<file path="src/rtl/paaf_pkg.sv">
// Purpose: Shared constants and types for the port A alternate-function override block
// Assumes: Eight-pin port, 8-bit software register port
// Notes: Register offsets are word indices on the plain register port

package paaf_pkg;

  // ----------------------------------------
  // Geometry
  // ----------------------------------------
  localparam int NUM_PINS = 8;
  localparam int ADDR_W = 3;
  localparam int DATA_W = 8;

  // ----------------------------------------
  // Register map
  // ----------------------------------------
  localparam logic [2:0] OFS_CHANGE_MASK = 3'h0;
  localparam logic [2:0] OFS_GROUP_CTRL = 3'h1;
  localparam logic [2:0] OFS_DIGITAL_OFF = 3'h2;
  localparam logic [2:0] OFS_PIN_LEVEL = 3'h3;
  localparam logic [2:0] OFS_INPUT_EN = 3'h4;

  // Field positions
  localparam int GROUP_EN_BIT = 0;

  // Reset values
  localparam logic [7:0] RST_CHANGE_MASK = 8'h00;
  localparam logic RST_GROUP_EN = 1'b0;
  localparam logic [7:0] RST_DIGITAL_OFF = 8'h00;
  localparam logic [7:0] RDATA_IDLE = 8'h00;

  // Analog comparator pins
  localparam int COMP_POS_PIN = 1;
  localparam int COMP_NEG_PIN = 2;

  // ----------------------------------------
  // Per-pin override bundle to the generic port-pin logic
  // ----------------------------------------
  typedef struct packed {
    logic pullup_override_enable;
    logic pullup_override_value;
    logic direction_override_enable;
    logic direction_override_value;
    logic out_value_override_enable;
    logic out_value_override_value;
    logic toggle_override_enable;
    logic input_buffer_override_enable;
    logic input_buffer_override_value;
  } paaf_ovr_t;

  localparam paaf_ovr_t OVR_IDLE = '0;

endpackage

</file>
<file path="src/rtl/paaf_pin_cell.sv">
// Purpose: Generic port-pin logic that applies override signals to one pin
// Assumes: Pad input already through its input conditioning
// Notes: Purely combinational; the pad level is clamped low when the input is off

`timescale 1ns/1ps

module paaf_pin_cell
  import paaf_pkg::*;
(
  // Overrides from the alternate function
  input wire paaf_ovr_t ovr,
  // Normal port register bits
  input wire logic dir_bit,
  input wire logic out_bit,
  input wire logic pullup_register_bit,
  input wire logic sleep_mode,
  // Pad
  input wire logic pad_in,
  output logic pad_out,
  output logic pad_oe,
  output logic pullup_en,
  // Digital input side
  output logic input_en,
  output logic pin_sense_tap
);

  // ----------------------------------------
  // Output path
  // ----------------------------------------
  wire logic port_bit;
  assign port_bit = out_bit ^ ovr.toggle_override_enable;
  assign pad_oe = ovr.direction_override_enable ? ovr.direction_override_value : dir_bit;
  assign pad_out = ovr.out_value_override_enable ? ovr.out_value_override_value : port_bit;

  assign pullup_en = ovr.pullup_override_enable ? ovr.pullup_override_value
                                                : (pullup_register_bit == 1'b1);

  // ----------------------------------------
  // Input path
  // ----------------------------------------
  // Override or sleep state
  assign input_en = ovr.input_buffer_override_enable ? ovr.input_buffer_override_value
                                                     : ~sleep_mode;

  assign pin_sense_tap = pad_in & input_en;

endmodule

</file>
<file path="src/rtl/paaf_port_a_override.sv">
// Purpose: Port A alternate-function override logic with its control registers
// Assumes: One clock, synchronous active-high reset, plain register port
// Notes: Override outputs are combinational from the control registers
//
// How it works
// - Pin n feeds pin-change source bit n of the first group.
// - Pin n reaches analog converter channel n over the analog pad path.
// - Pin 1 also drives the comparator positive input.
// - Pin 2 also drives the comparator negative input.
// - Input override enable is mask AND group enable OR digital-off bit.
// - Digital-off with pin-change disabled forces the input buffer off.
// - Pull-up, direction, value and toggle overrides are held at zero.
// - Input enable follows override value, else normal or sleep state.
// - Without override, pull-up is on exactly when its register bit is one.
// - Pin-change tap sits before the synchronizer; receiver syncs it.
//
// Local design decisions: the register offsets and the plain strobed port.

`timescale 1ns/1ps

module paaf_port_a_override
  import paaf_pkg::*;
#(
  parameter int PINS = NUM_PINS
) (
  // Clock and reset
  input wire logic clk,
  input wire logic reset,
  // Register port
  input wire logic [ADDR_W-1:0] reg_addr,
  input wire logic [DATA_W-1:0] reg_wdata,
  input wire logic reg_wr,
  input wire logic reg_rd,
  output logic [DATA_W-1:0] reg_rdata,
  // Normal port register bits and processor state
  input wire logic [PINS-1:0] port_dir_bits,
  input wire logic [PINS-1:0] port_out_bits,
  input wire logic [PINS-1:0] pullup_register_bit,
  input wire logic sleep_mode,
  // Pads
  input wire logic [PINS-1:0] pad_in,
  output logic [PINS-1:0] pad_out,
  output logic [PINS-1:0] pad_oe,
  output logic [PINS-1:0] pullup_en,
  // Alternate functions
  output logic [PINS-1:0] pin_sense_tap,
  output logic [PINS-1:0] pin_input_enable,
  output logic [PINS-1:0] analog_channel_input,
  output logic comparator_positive_in,
  output logic comparator_negative_in,
  output paaf_ovr_t [PINS-1:0] pin_override,
  output logic group_a_change_enable
);

  // ----------------------------------------
  // Control registers
  // ----------------------------------------
  logic [PINS-1:0] pin_change_source_bit_reg;
  logic [PINS-1:0] pin_change_source_bit_next;
  logic group_en_reg;
  logic group_en_next;
  logic [PINS-1:0] analog_digital_off_bit_reg;
  logic [PINS-1:0] analog_digital_off_bit_next;
  logic [DATA_W-1:0] rdata_reg;
  logic [DATA_W-1:0] rdata_next;
  logic [PINS-1:0] pad_meta_reg;
  logic [PINS-1:0] pad_sync_reg;

  wire logic wr_mask;
  wire logic wr_ctrl;
  wire logic wr_off;
  assign wr_mask = reg_wr && (reg_addr == OFS_CHANGE_MASK);
  assign wr_ctrl = reg_wr && (reg_addr == OFS_GROUP_CTRL);
  assign wr_off = reg_wr && (reg_addr == OFS_DIGITAL_OFF);

  assign pin_change_source_bit_next = wr_mask ? reg_wdata[PINS-1:0] : pin_change_source_bit_reg;
  assign group_en_next = wr_ctrl ? reg_wdata[GROUP_EN_BIT] : group_en_reg;
  assign analog_digital_off_bit_next = wr_off ? reg_wdata[PINS-1:0] : analog_digital_off_bit_reg;

  always_ff @(posedge clk) begin
    if (reset) begin
      pin_change_source_bit_reg <= RST_CHANGE_MASK[PINS-1:0];
      group_en_reg <= RST_GROUP_EN;
      analog_digital_off_bit_reg <= RST_DIGITAL_OFF[PINS-1:0];
    end else begin
      pin_change_source_bit_reg <= pin_change_source_bit_next;
      group_en_reg <= group_en_next;
      analog_digital_off_bit_reg <= analog_digital_off_bit_next;
    end
  end

  assign group_a_change_enable = group_en_reg;

  // ----------------------------------------
  // Pad level synchronizer for software readback
  // ----------------------------------------
  // Status only; the pin-change tap must stay unsynchronized
  always_ff @(posedge clk) begin
    if (reset) begin
      pad_meta_reg <= '0;
      pad_sync_reg <= '0;
    end else begin
      pad_meta_reg <= pad_in;
      pad_sync_reg <= pad_meta_reg;
    end
  end

  // ----------------------------------------
  // Read path
  // ----------------------------------------
  wire logic [DATA_W-1:0] rd_sel;
  assign rd_sel =
      (reg_addr == OFS_CHANGE_MASK) ? DATA_W'(pin_change_source_bit_reg) :
      (reg_addr == OFS_GROUP_CTRL)  ? DATA_W'(group_en_reg) :
      (reg_addr == OFS_DIGITAL_OFF) ? DATA_W'(analog_digital_off_bit_reg) :
      (reg_addr == OFS_PIN_LEVEL)   ? DATA_W'(pad_sync_reg) :
      (reg_addr == OFS_INPUT_EN)    ? DATA_W'(pin_input_enable) : RDATA_IDLE;
  // Data stands only in the cycle after the strobe
  assign rdata_next = reg_rd ? rd_sel : RDATA_IDLE;

  always_ff @(posedge clk) begin
    if (reset) begin
      rdata_reg <= RDATA_IDLE;
    end else begin
      rdata_reg <= rdata_next;
    end
  end

  assign reg_rdata = rdata_reg;

  // ----------------------------------------
  // Override composition and pin cells
  // ----------------------------------------
  // Kept combinational so a register write takes effect at once
  wire logic [PINS-1:0] change_active;
  assign change_active = pin_change_source_bit_reg & {PINS{group_en_reg}};

  genvar gi;
  generate
    for (gi = 0; gi < PINS; gi++) begin : g_pin
      assign pin_override[gi].pullup_override_enable = 1'b0;
      assign pin_override[gi].pullup_override_value = 1'b0;
      assign pin_override[gi].direction_override_enable = 1'b0;
      assign pin_override[gi].direction_override_value = 1'b0;
      assign pin_override[gi].out_value_override_enable = 1'b0;
      assign pin_override[gi].out_value_override_value = 1'b0;
      assign pin_override[gi].toggle_override_enable = 1'b0;
      assign pin_override[gi].input_buffer_override_enable =
          change_active[gi] | analog_digital_off_bit_reg[gi];
      assign pin_override[gi].input_buffer_override_value = change_active[gi];

      paaf_pin_cell u_cell (
        .ovr(pin_override[gi]),
        .dir_bit(port_dir_bits[gi]),
        .out_bit(port_out_bits[gi]),
        .pullup_register_bit(pullup_register_bit[gi]),
        .sleep_mode(sleep_mode),
        .pad_in(pad_in[gi]),
        .pad_out(pad_out[gi]),
        .pad_oe(pad_oe[gi]),
        .pullup_en(pullup_en[gi]),
        .input_en(pin_input_enable[gi]),
        .pin_sense_tap(pin_sense_tap[gi])
      );
    end
  endgenerate

  // ----------------------------------------
  // Analog paths
  // ----------------------------------------
  // Direct pad to converter channel
  assign analog_channel_input = pad_in;
  assign comparator_positive_in = pad_in[COMP_POS_PIN];
  assign comparator_negative_in = pad_in[COMP_NEG_PIN];

  // ----------------------------------------
  // Assertions
  // ----------------------------------------
  wire logic [PINS-1:0] ie_oe_vec;
  wire logic [PINS-1:0] ie_ov_vec;
  wire logic [PINS-1:0] static_or_vec;
  generate
    for (gi = 0; gi < PINS; gi++) begin : g_vec
      assign ie_oe_vec[gi] = pin_override[gi].input_buffer_override_enable;
      assign ie_ov_vec[gi] = pin_override[gi].input_buffer_override_value;
      assign static_or_vec[gi] = pin_override[gi].pullup_override_enable |
          pin_override[gi].pullup_override_value |
          pin_override[gi].direction_override_enable |
          pin_override[gi].direction_override_value |
          pin_override[gi].out_value_override_enable |
          pin_override[gi].out_value_override_value |
          pin_override[gi].toggle_override_enable;
    end
  endgenerate
endmodule

</file>
<file path="config.mk">
export PLATFORM = sky130hd
export DESIGN_NAME = paaf_port_a_override
export DESIGN_NICKNAME = d
export VERILOG_FILES = /design/src/rtl/paaf_pkg.sv /design/src/rtl/paaf_pin_cell.sv /design/src/rtl/paaf_port_a_override.sv
export SDC_FILE = /design/constraint.sdc
export NUM_CORES = 1
export LEC_CHECK = 0
export BUFFER_PORTS_ARGS = -buffer_cell sky130_fd_sc_hd__buf_2
export CAP_MARGIN = 20
export CORE_ASPECT_RATIO = 0.6
export CORE_MARGIN = 10
export CORE_UTILIZATION = 46
export CTS_CLUSTER_DIAMETER = 30
export DETAILED_ROUTE_END_ITERATION = 10
export PLACE_DENSITY_LB_ADDON = 0.2
export SLEW_MARGIN = 20
export SYNTH_ARGS = -nofsm -noshare
export SYNTH_HDL_FRONTEND = slang
export SYNTH_SLANG_ARGS = --single-unit
</file>
<file path="constraint.sdc">
create_clock -name clk -period 2.9 [get_ports clk]
set_input_delay 0.58 -clock clk [delete_from_list [all_inputs] [get_ports clk]]
set_output_delay 0.58 -clock clk [all_outputs]
set_load 0.1 [all_outputs]
</file>
==> summary.md, run 1 <==
| Metric | Value |
|---|---|
| Insertion delay to the later sink of the worst-skew pair | `0.28 ns` |
| Via count | `1770` |
| Area grow syn2layout | `-2.71%` |
| Crit end category | `primary output` |
| Count of buffers from port buffering | `74` |
| Commonest cells after routing, fill and taps aside | `buf_2, conb_1, dfxtp_1` |
| Count of cell types in the netlist | `28` |
| Slew Limit Fails | `0` |
| Reg clk slew, reported paths | `0.08 ns` |
| Yosys warnings | `0` |
| Placed insts | `392` |
| Final cell count without fillers | `400` |
| Least-Margin Pin Slew | `0.626 ns` |
| Die area | `9360 µm²` |
| Post-CTS Setup Repair Bufs | `0` |
| PD cells | `654 nW/µm²` |
| DP HPWL | `4860 µm` |
| Setup-failing EPs final | `0` |
| Sequential-to-total area share from yosys stat | `0.307` |
| CTS root buf | `clkbuf_8` |
| Final Skew | `0.00654 ns` |
| CP required | `2.32 ns` |
| Number of flops mapped to enable cells by yosys | `0` |
| Netlist Area Pre-Place | `2670 µm²` |
| Fmax | `445 MHz` |
| Initial antenna violation count | `0` |
| FF-to-FF Start | `group_a_change_enable$_SDFFE_PP0P_` |
| Vias in the first global route | `1828` |
| Drt pass-1 iters | `4` |
| Met2 Usage GRT | `0.186` |
| Worst IR Drop VDD | `0.210 mV` |
| TNS Setup | `0 ns` |
| Largest net degree at the start of global routing | `35` |
| Worst min-delay path category | `reg -> reg` |
| RSZ-0062 raised after global routing | `false` |
| Multi-input gate area | `1190 µm²` |
| Grt met3 use | `0.0621` |
| Ant. Diodes | `0` |
| Placer Congestion | `0.770` |
| Total gr overflow | `0` |
| Slew HR | `0.583` |
| Final net count | `367` |
| Most Used Layer, Global Route | `met2` |
| CP arrival | `1.67 ns` |
| Routed Antenna Nets | `0` |
| Synth Area per Inst | `8.82 µm²` |
| Number of register bits inferred by synthesis | `41` |
| Fin. Hold Viols | `0` |
| Fillcell total | `568` |
| Status | `complete, no violations` |
| Hold Startpoint | `pad_meta_reg[0]$_SDFF_PP0_` |
| Commonest non-fill, non-tap cell in the layout | `buf_2` |
| Async SR Flop Fraction | `0` |
| Vias per Instance | `4.43` |
| Tmin final | `2.25 ns` |
| CTS tree | `built` |
| DR iter-0 viols | `43` |
| Num CTS Buffers | `5` |
| Initial core utilization | `0.478` |
| Max Cap Viol | `0` |
| FP Rows | `21` |
| Proportion of layout cells with a drive suffix above 1 | `0.334` |
| Prevailing post-synth register cell | `dfxtp_1` |
| CTS resizes | `0` |
| CP Launch Point | `group_a_change_enable$_SDFFE_PP0P_` |
| IO Count | `179` |
| Static Leak | `1.23 nW` |
| Remaining DRCs | `0` |
| Worst Setup Start Kind | `register` |
| Tcrit/Tclk final | `0.774` |
| Cts hold-fix bufs | `0` |
| Clock sink count | `41` |
| Clk buf depth | `2` |
| Die Y | `79.1 µm` |
| Met1 Resource Use GR | `0.156` |
| FF/Latch Area | `822 µm²` |
| Die X | `118 µm` |
| WL/cell | `15.4 µm` |
| First-pass GRT wire length | `9670 µm` |
| H-tree lvl count | `2` |
| Global Route Usage Sum | `0.123` |
| Mapped Cells | `303` |
| CP max FO | `20` |
| CP Class | `reg -> out` |
| Final WL | `6150 µm` |
| Core ar. | `5600 µm²` |
==> worst max-delay path: stages (launching register included) <==
cell,delay (ns)
dfxtp_2,0.55
o2bb2ai_1,0.24
and2_1,0.17
buf_2,0.42
==> cell usage after synthesis, types with 2 or more instances <==
cell       count  area (µm²)
a21oi_1        9        45.0
o2bb2ai_1     15         131
mux2i_1       10         100
clkbuf_1       8        30.0
or2_2          8        50.1
nand2_1       17        63.8
nor2_1         9        33.8
o21ai_0        7        35.0
buf_2          2        10.0
nand2b_1       7        43.8
dfxtp_1       41         821
or3b_2         2        17.5
and2_1        16         100
buf_4        107         803
buf_6          3        33.8
and4bb_2       2        25.0
nor4b_4        2        47.6
nor2b_1       16         100
a22oi_1        7        52.6
o21a_1         7        52.6
==> through the flow <==
| stage | hold WS (ns) | total power, mW | worst slack, ns | instance area [µm²] | util |
|---|---|---|---|---|---|
| 6_report | 0.439 | 1.70 | 0.655 | 2600 | 0.465 |
| 5_1_grt | 0.457 | 1.76 | 0.576 | 2600 | 0.465 |
| 4_1_cts | 0.443 | 1.71 | 0.653 | 2600 | 0.465 |
| 3_5_place_dp | 0.426 | 1.24 | 0.732 | 2480 | 0.444 |
| 3_3_place_gp | 0.417 | 1.24 | 0.751 | 2480 | 0.444 |
| 2_1_floorplan | 0.414 | 1.43 | 0.133 | 2890 | - |
==> worst paths after layout <==
check                           slack [ns]                          to  cells past startpoint
worst max-delay path                  0.65            pin_sense_tap[4]                      3
worst min-delay path                  0.44  pad_sync_reg[0]$_SDFF_PP0_                      1
worst max register to register        1.61     reg_rdata[0]$_SDFF_PP0_                      3
worst min register to register        0.44  pad_sync_reg[0]$_SDFF_PP0_                      1
==> area by class of cell <==
cell class              count  share of cell area
repair buffers             74               0.142
clock inverters             1              0.0115
well taps                  80              0.0385
clock buffers               7              0.0332
multi-input cells         197               0.458
flip-flops and latches     41               0.316
==> layer usage <==
layer / wire length, µm / up-vias
met5: 0 / -
met4: 27 / 0
met3: 632 / 7
met2: 2700 / 84
met1: 2790 / 814
li1: - / 865
==> cells by family (layout without fill, tap and decap cells) <==
| kind of cell | count (synthesis) | in the layout | synth area share |
|---|---|---|---|
| AO/OA/AOI/OAI | 48 | 48 | 0.129 |
| multiplexers | 10 | 10 | 0.0374 |
| flip-flops | 41 | 41 | 0.307 |
| AND/OR/NAND/NOR | 83 | 83 | 0.197 |
| buffers and inverters | 120 | 82 | 0.328 |
| other | 1 | 56 | 0.00140 |
==> power by group <==
part,internal (mW),switching [mW]
Clock,0.281,0.191
Sequential,0.580,0.00917
Combinational,0.0636,0.578
Power figures use the tool's default switching activity.
==> run 2, diff against run 1 <==
--- a/config.mk
+++ b/config.mk
@@ -5,11 +5,12 @@
 export SDC_FILE = /design/constraint.sdc
 export NUM_CORES = 1
 export LEC_CHECK = 0
+export ABC_AREA = 1
 export BUFFER_PORTS_ARGS = -buffer_cell sky130_fd_sc_hd__buf_2
 export CAP_MARGIN = 20
 export CORE_ASPECT_RATIO = 0.6
 export CORE_MARGIN = 10
-export CORE_UTILIZATION = 46
+export CORE_UTILIZATION = 43
 export CTS_CLUSTER_DIAMETER = 30
 export DETAILED_ROUTE_END_ITERATION = 10
 export PLACE_DENSITY_LB_ADDON = 0.2
==> constraint.sdc (replaced) <==
create_clock -name clk -period 2.2 [get_ports clk]
set_input_delay 0.44 -clock clk [delete_from_list [all_inputs] [get_ports clk]]
set_output_delay 0.44 -clock clk [all_outputs]
set_load 0.1 [all_outputs]
==> summary.md, run 2 <==
| Metric | Value |
|---|---|
| FF-to-FF path depth | `7 (was 3)` |
| Post-CTS Setup Repair Bufs | `0 (unchanged)` |
| Hold path cells | `3 (was 1)` |
| RSZ-0062 raised after global routing | `false (unchanged)` |
| Netlist Area Pre-Place | `2720 µm² (was 2670 µm²)` |
| Die area | `10000 µm² (was 9360 µm²)` |
| Prevailing post-synth register cell | `dfxtp_1 (unchanged)` |
| Num CTS Buffers | `5 (unchanged)` |
| Crit end category | `primary output (unchanged)` |
| Cts hold-fix bufs | `0 (unchanged)` |
| Placed insts | `465 (was 392)` |
| Yosys warnings | `0 (unchanged)` |
| Fin. Hold Viols | `0 (unchanged)` |
| Final WL | `6640 µm (was 6150 µm)` |
| Tmin final | `1.97 ns` |
| Commonest non-fill, non-tap cell in the layout | `inv_1 (was buf_2)` |
| Setup-failing EPs final | `0 (unchanged)` |
| Clk buf depth | `2 (unchanged)` |
| Drt pass-1 iters | `4 (unchanged)` |
| Slew Limit Fails | `0 (unchanged)` |
| CTS root buf | `clkbuf_8 (unchanged)` |
| Mapped Cells | `363 (was 303)` |
| Worst Setup Start Kind | `register (unchanged)` |
| Number of flops mapped to enable cells by yosys | `0 (unchanged)` |
| Total gr overflow | `0 (unchanged)` |
| Remaining DRCs | `0 (unchanged)` |
| DR iter-0 viols | `107 (was 43)` |
| Sequential-to-total area share from yosys stat | `0.302 (was 0.307)` |
| Final Total Pwr | `2.31 mW (was 1.70 mW)` |
| WL/cell | `14.0 µm (was 15.4 µm)` |
| Synth Area per Inst | `7.48 µm² (was 8.82 µm²)` |
| Final cell count without fillers | `473 (was 400)` |
| FP Rows | `22 (was 21)` |
| Fmax | `507 MHz` |
| PD cells | `800 nW/µm² (was 654 nW/µm²)` |
| Placer Congestion | `0.817 (was 0.770)` |
| Top-area cell type share of the netlist area | `0.302 (was 0.307)` |
| DP HPWL | `5390 µm (was 4860 µm)` |
| Fillcell total | `674 (was 568)` |
| First-pass GRT wire length | `10100 µm (was 9670 µm)` |
| Placed Area | `2790 µm² (was 2480 µm²)` |
| CP arrival | `1.53 ns (was 1.67 ns)` |
| Tcrit/Tclk final | `0.896` |
| Max Cap Viol | `0 (unchanged)` |
| Global Route Usage Sum | `0.127 (was 0.123)` |
| CTS resizes | `0 (unchanged)` |
| Post-synth top area cell | `dfxtp_1 (unchanged)` |
| H-tree lvl count | `2 (unchanged)` |
| Final net count | `436 (was 367)` |
| Crit path cell chain | `nand2_1 > o21ai_0 > inv_1 > nor2_1 > buf_12 (was o2bb2ai_1 > and2_1 > buf_2)` |
| Via count | `2031 (was 1770)` |
| IO Count | `179 (unchanged)` |
| Ant. Diodes | `0 (unchanged)` |
| Synth top cells by count | `buf_4, inv_1, dfxtp_1 (was buf_4, dfxtp_1, nand2_1)` |
| CTS tree | `built (unchanged)` |
| Count of cell types in the netlist | `26 (was 28)` |
| Clock sink count | `41 (unchanged)` |
| Status | `complete, no violations (unchanged)` |
| CP required | `1.76 ns (was 2.32 ns)` |
| Async SR Flop Fraction | `0 (unchanged)` |
| Commonest cells after routing, fill and taps aside | `inv_1, buf_2, conb_1 (was buf_2, conb_1, dfxtp_1)` |
| Initial antenna violation count | `0 (unchanged)` |
| Final Skew | `0.00407 ns (was 0.00654 ns)` |
| Setup Slack @ Placement | `0.442 ns (was 0.732 ns)` |
| Vias per Instance | `4.29 (was 4.43)` |
| CP max FO | `11 (was 20)` |
| Max incr delay on CP | `0.46 ns (was 0.55 ns)` |
| Routed Antenna Nets | `0 (unchanged)` |
| Proportion of layout cells with a drive suffix above 1 | `0.267 (was 0.334)` |
| CP Class | `reg -> out (unchanged)` |
| Count leader, synth | `buf_4 (unchanged)` |
| Min setup slack post-route | `0.228 ns (was 0.655 ns)` |
| Final instance area | `2890 µm² (was 2600 µm²)` |
| Top cells by area, synth | `dfxtp_1, buf_4, inv_1, nand4_1, nand2_1 (was dfxtp_1, buf_4, o2bb2ai_1, and2_1, mux2i_1)` |
| Count of buffers from port buffering | `74 (unchanged)` |
| Vias in the first global route | `1979 (was 1828)` |
| Worst IR Drop VDD | `0.256 mV (was 0.210 mV)` |
| TNS Setup | `0 ns (unchanged)` |
| Initial core utilization | `0.444 (was 0.478)` |
| Core ar. | `6110 µm² (was 5600 µm²)` |
| Area grow syn2layout | `6.36% (was -2.71%)` |
| Insertion delay to the later sink of the worst-skew pair | `0.30 ns (was 0.28 ns)` |
| Largest net degree at the start of global routing | `21 (was 35)` |
| Crit-path slowest cell | `dfxtp_2 (unchanged)` |
| Reg clk slew, reported paths | `0.08 ns (about the same)` |
| Static Leak | `1.60 nW (was 1.23 nW)` |
| Die Y | `81.6 µm (was 79.1 µm)` |
| Setup slack, reg-to-reg | `0.95 ns (was 1.61 ns)` |
| Worst min-delay path category | `in -> reg (was reg -> reg)` |
| Die X | `123 µm (was 118 µm)` |
| Number of register bits inferred by synthesis | `41 (unchanged)` |
run 2: path summary, 6_finish.rpt:
path,from,end
worst max-delay path,group_a_change_enable$_SDFFE_PP0P_,pin_sense_tap[3]
worst min-delay path,pad_in[7],pad_meta_reg[7]$_SDFF_PP0_
worst max register to register,group_a_change_enable$_SDFFE_PP0P_,reg_rdata[7]$_SDFF_PP0_
worst min register to register,pad_meta_reg[0]$_SDFF_PP0_,pad_sync_reg[0]$_SDFF_PP0_
run 2: cells by family (layout without fill, tap and decap cells):
kind of cell	count (synthesis)	count (layout)	share of synthesized area
buffers and inverters	182	153	0.427
DFF	41	41	0.302
other	1	56	0.00138
AOI/OAI and AO/OA	43	43	0.0848
and+or+nand+nor	96	96	0.185
run 2: routing by layer:
metal / GRT usage / share of wire
met4: 0.0386 / 0.0056
met1: 0.147 / 0.42
met5: 0 / 0
met3: 0.0616 / 0.10
met2: 0.206 / 0.47
run 2: area by class of cell:
cell class                 instances  area [µm²]  share of cell area
sequential                        41         822               0.285
multi-input combinational        195         942               0.326
clock buffer                       7        96.3              0.0334
tap                               84         105              0.0364
clock inverter                     1        5.00             0.00173
timing repair buffer              82         671               0.232
inverter                          63         246              0.0854
run 2: report_power, final:
part	internal, mW	switching (mW)
clock network	0.284	0.263
registers	0.769	0.0150
logic	0.144	0.834
total	1.20	1.11
run 2: worst max-delay path: cells and delay by family, from the launching register on:
kind / cells / cell delay, ns
flip-flops: 1 / 0.46
AND/OR/NAND/NOR: 2 / 0.34
buffers and inverters: 2 / 0.29
AO/OA/AOI/OAI: 1 / 0.15
run 2: through the flow:
| step | util | hold slack [ns] |
|---|---|---|
| 5_1_grt | 0.473 | 0.382 |
| 2_1_floorplan | - | 0.388 |
| 3_5_place_dp | 0.456 | 0.395 |
| 3_3_place_gp | 0.456 | 0.392 |
| 4_1_cts | 0.473 | 0.367 |
| 6_report | 0.473 | 0.367 |
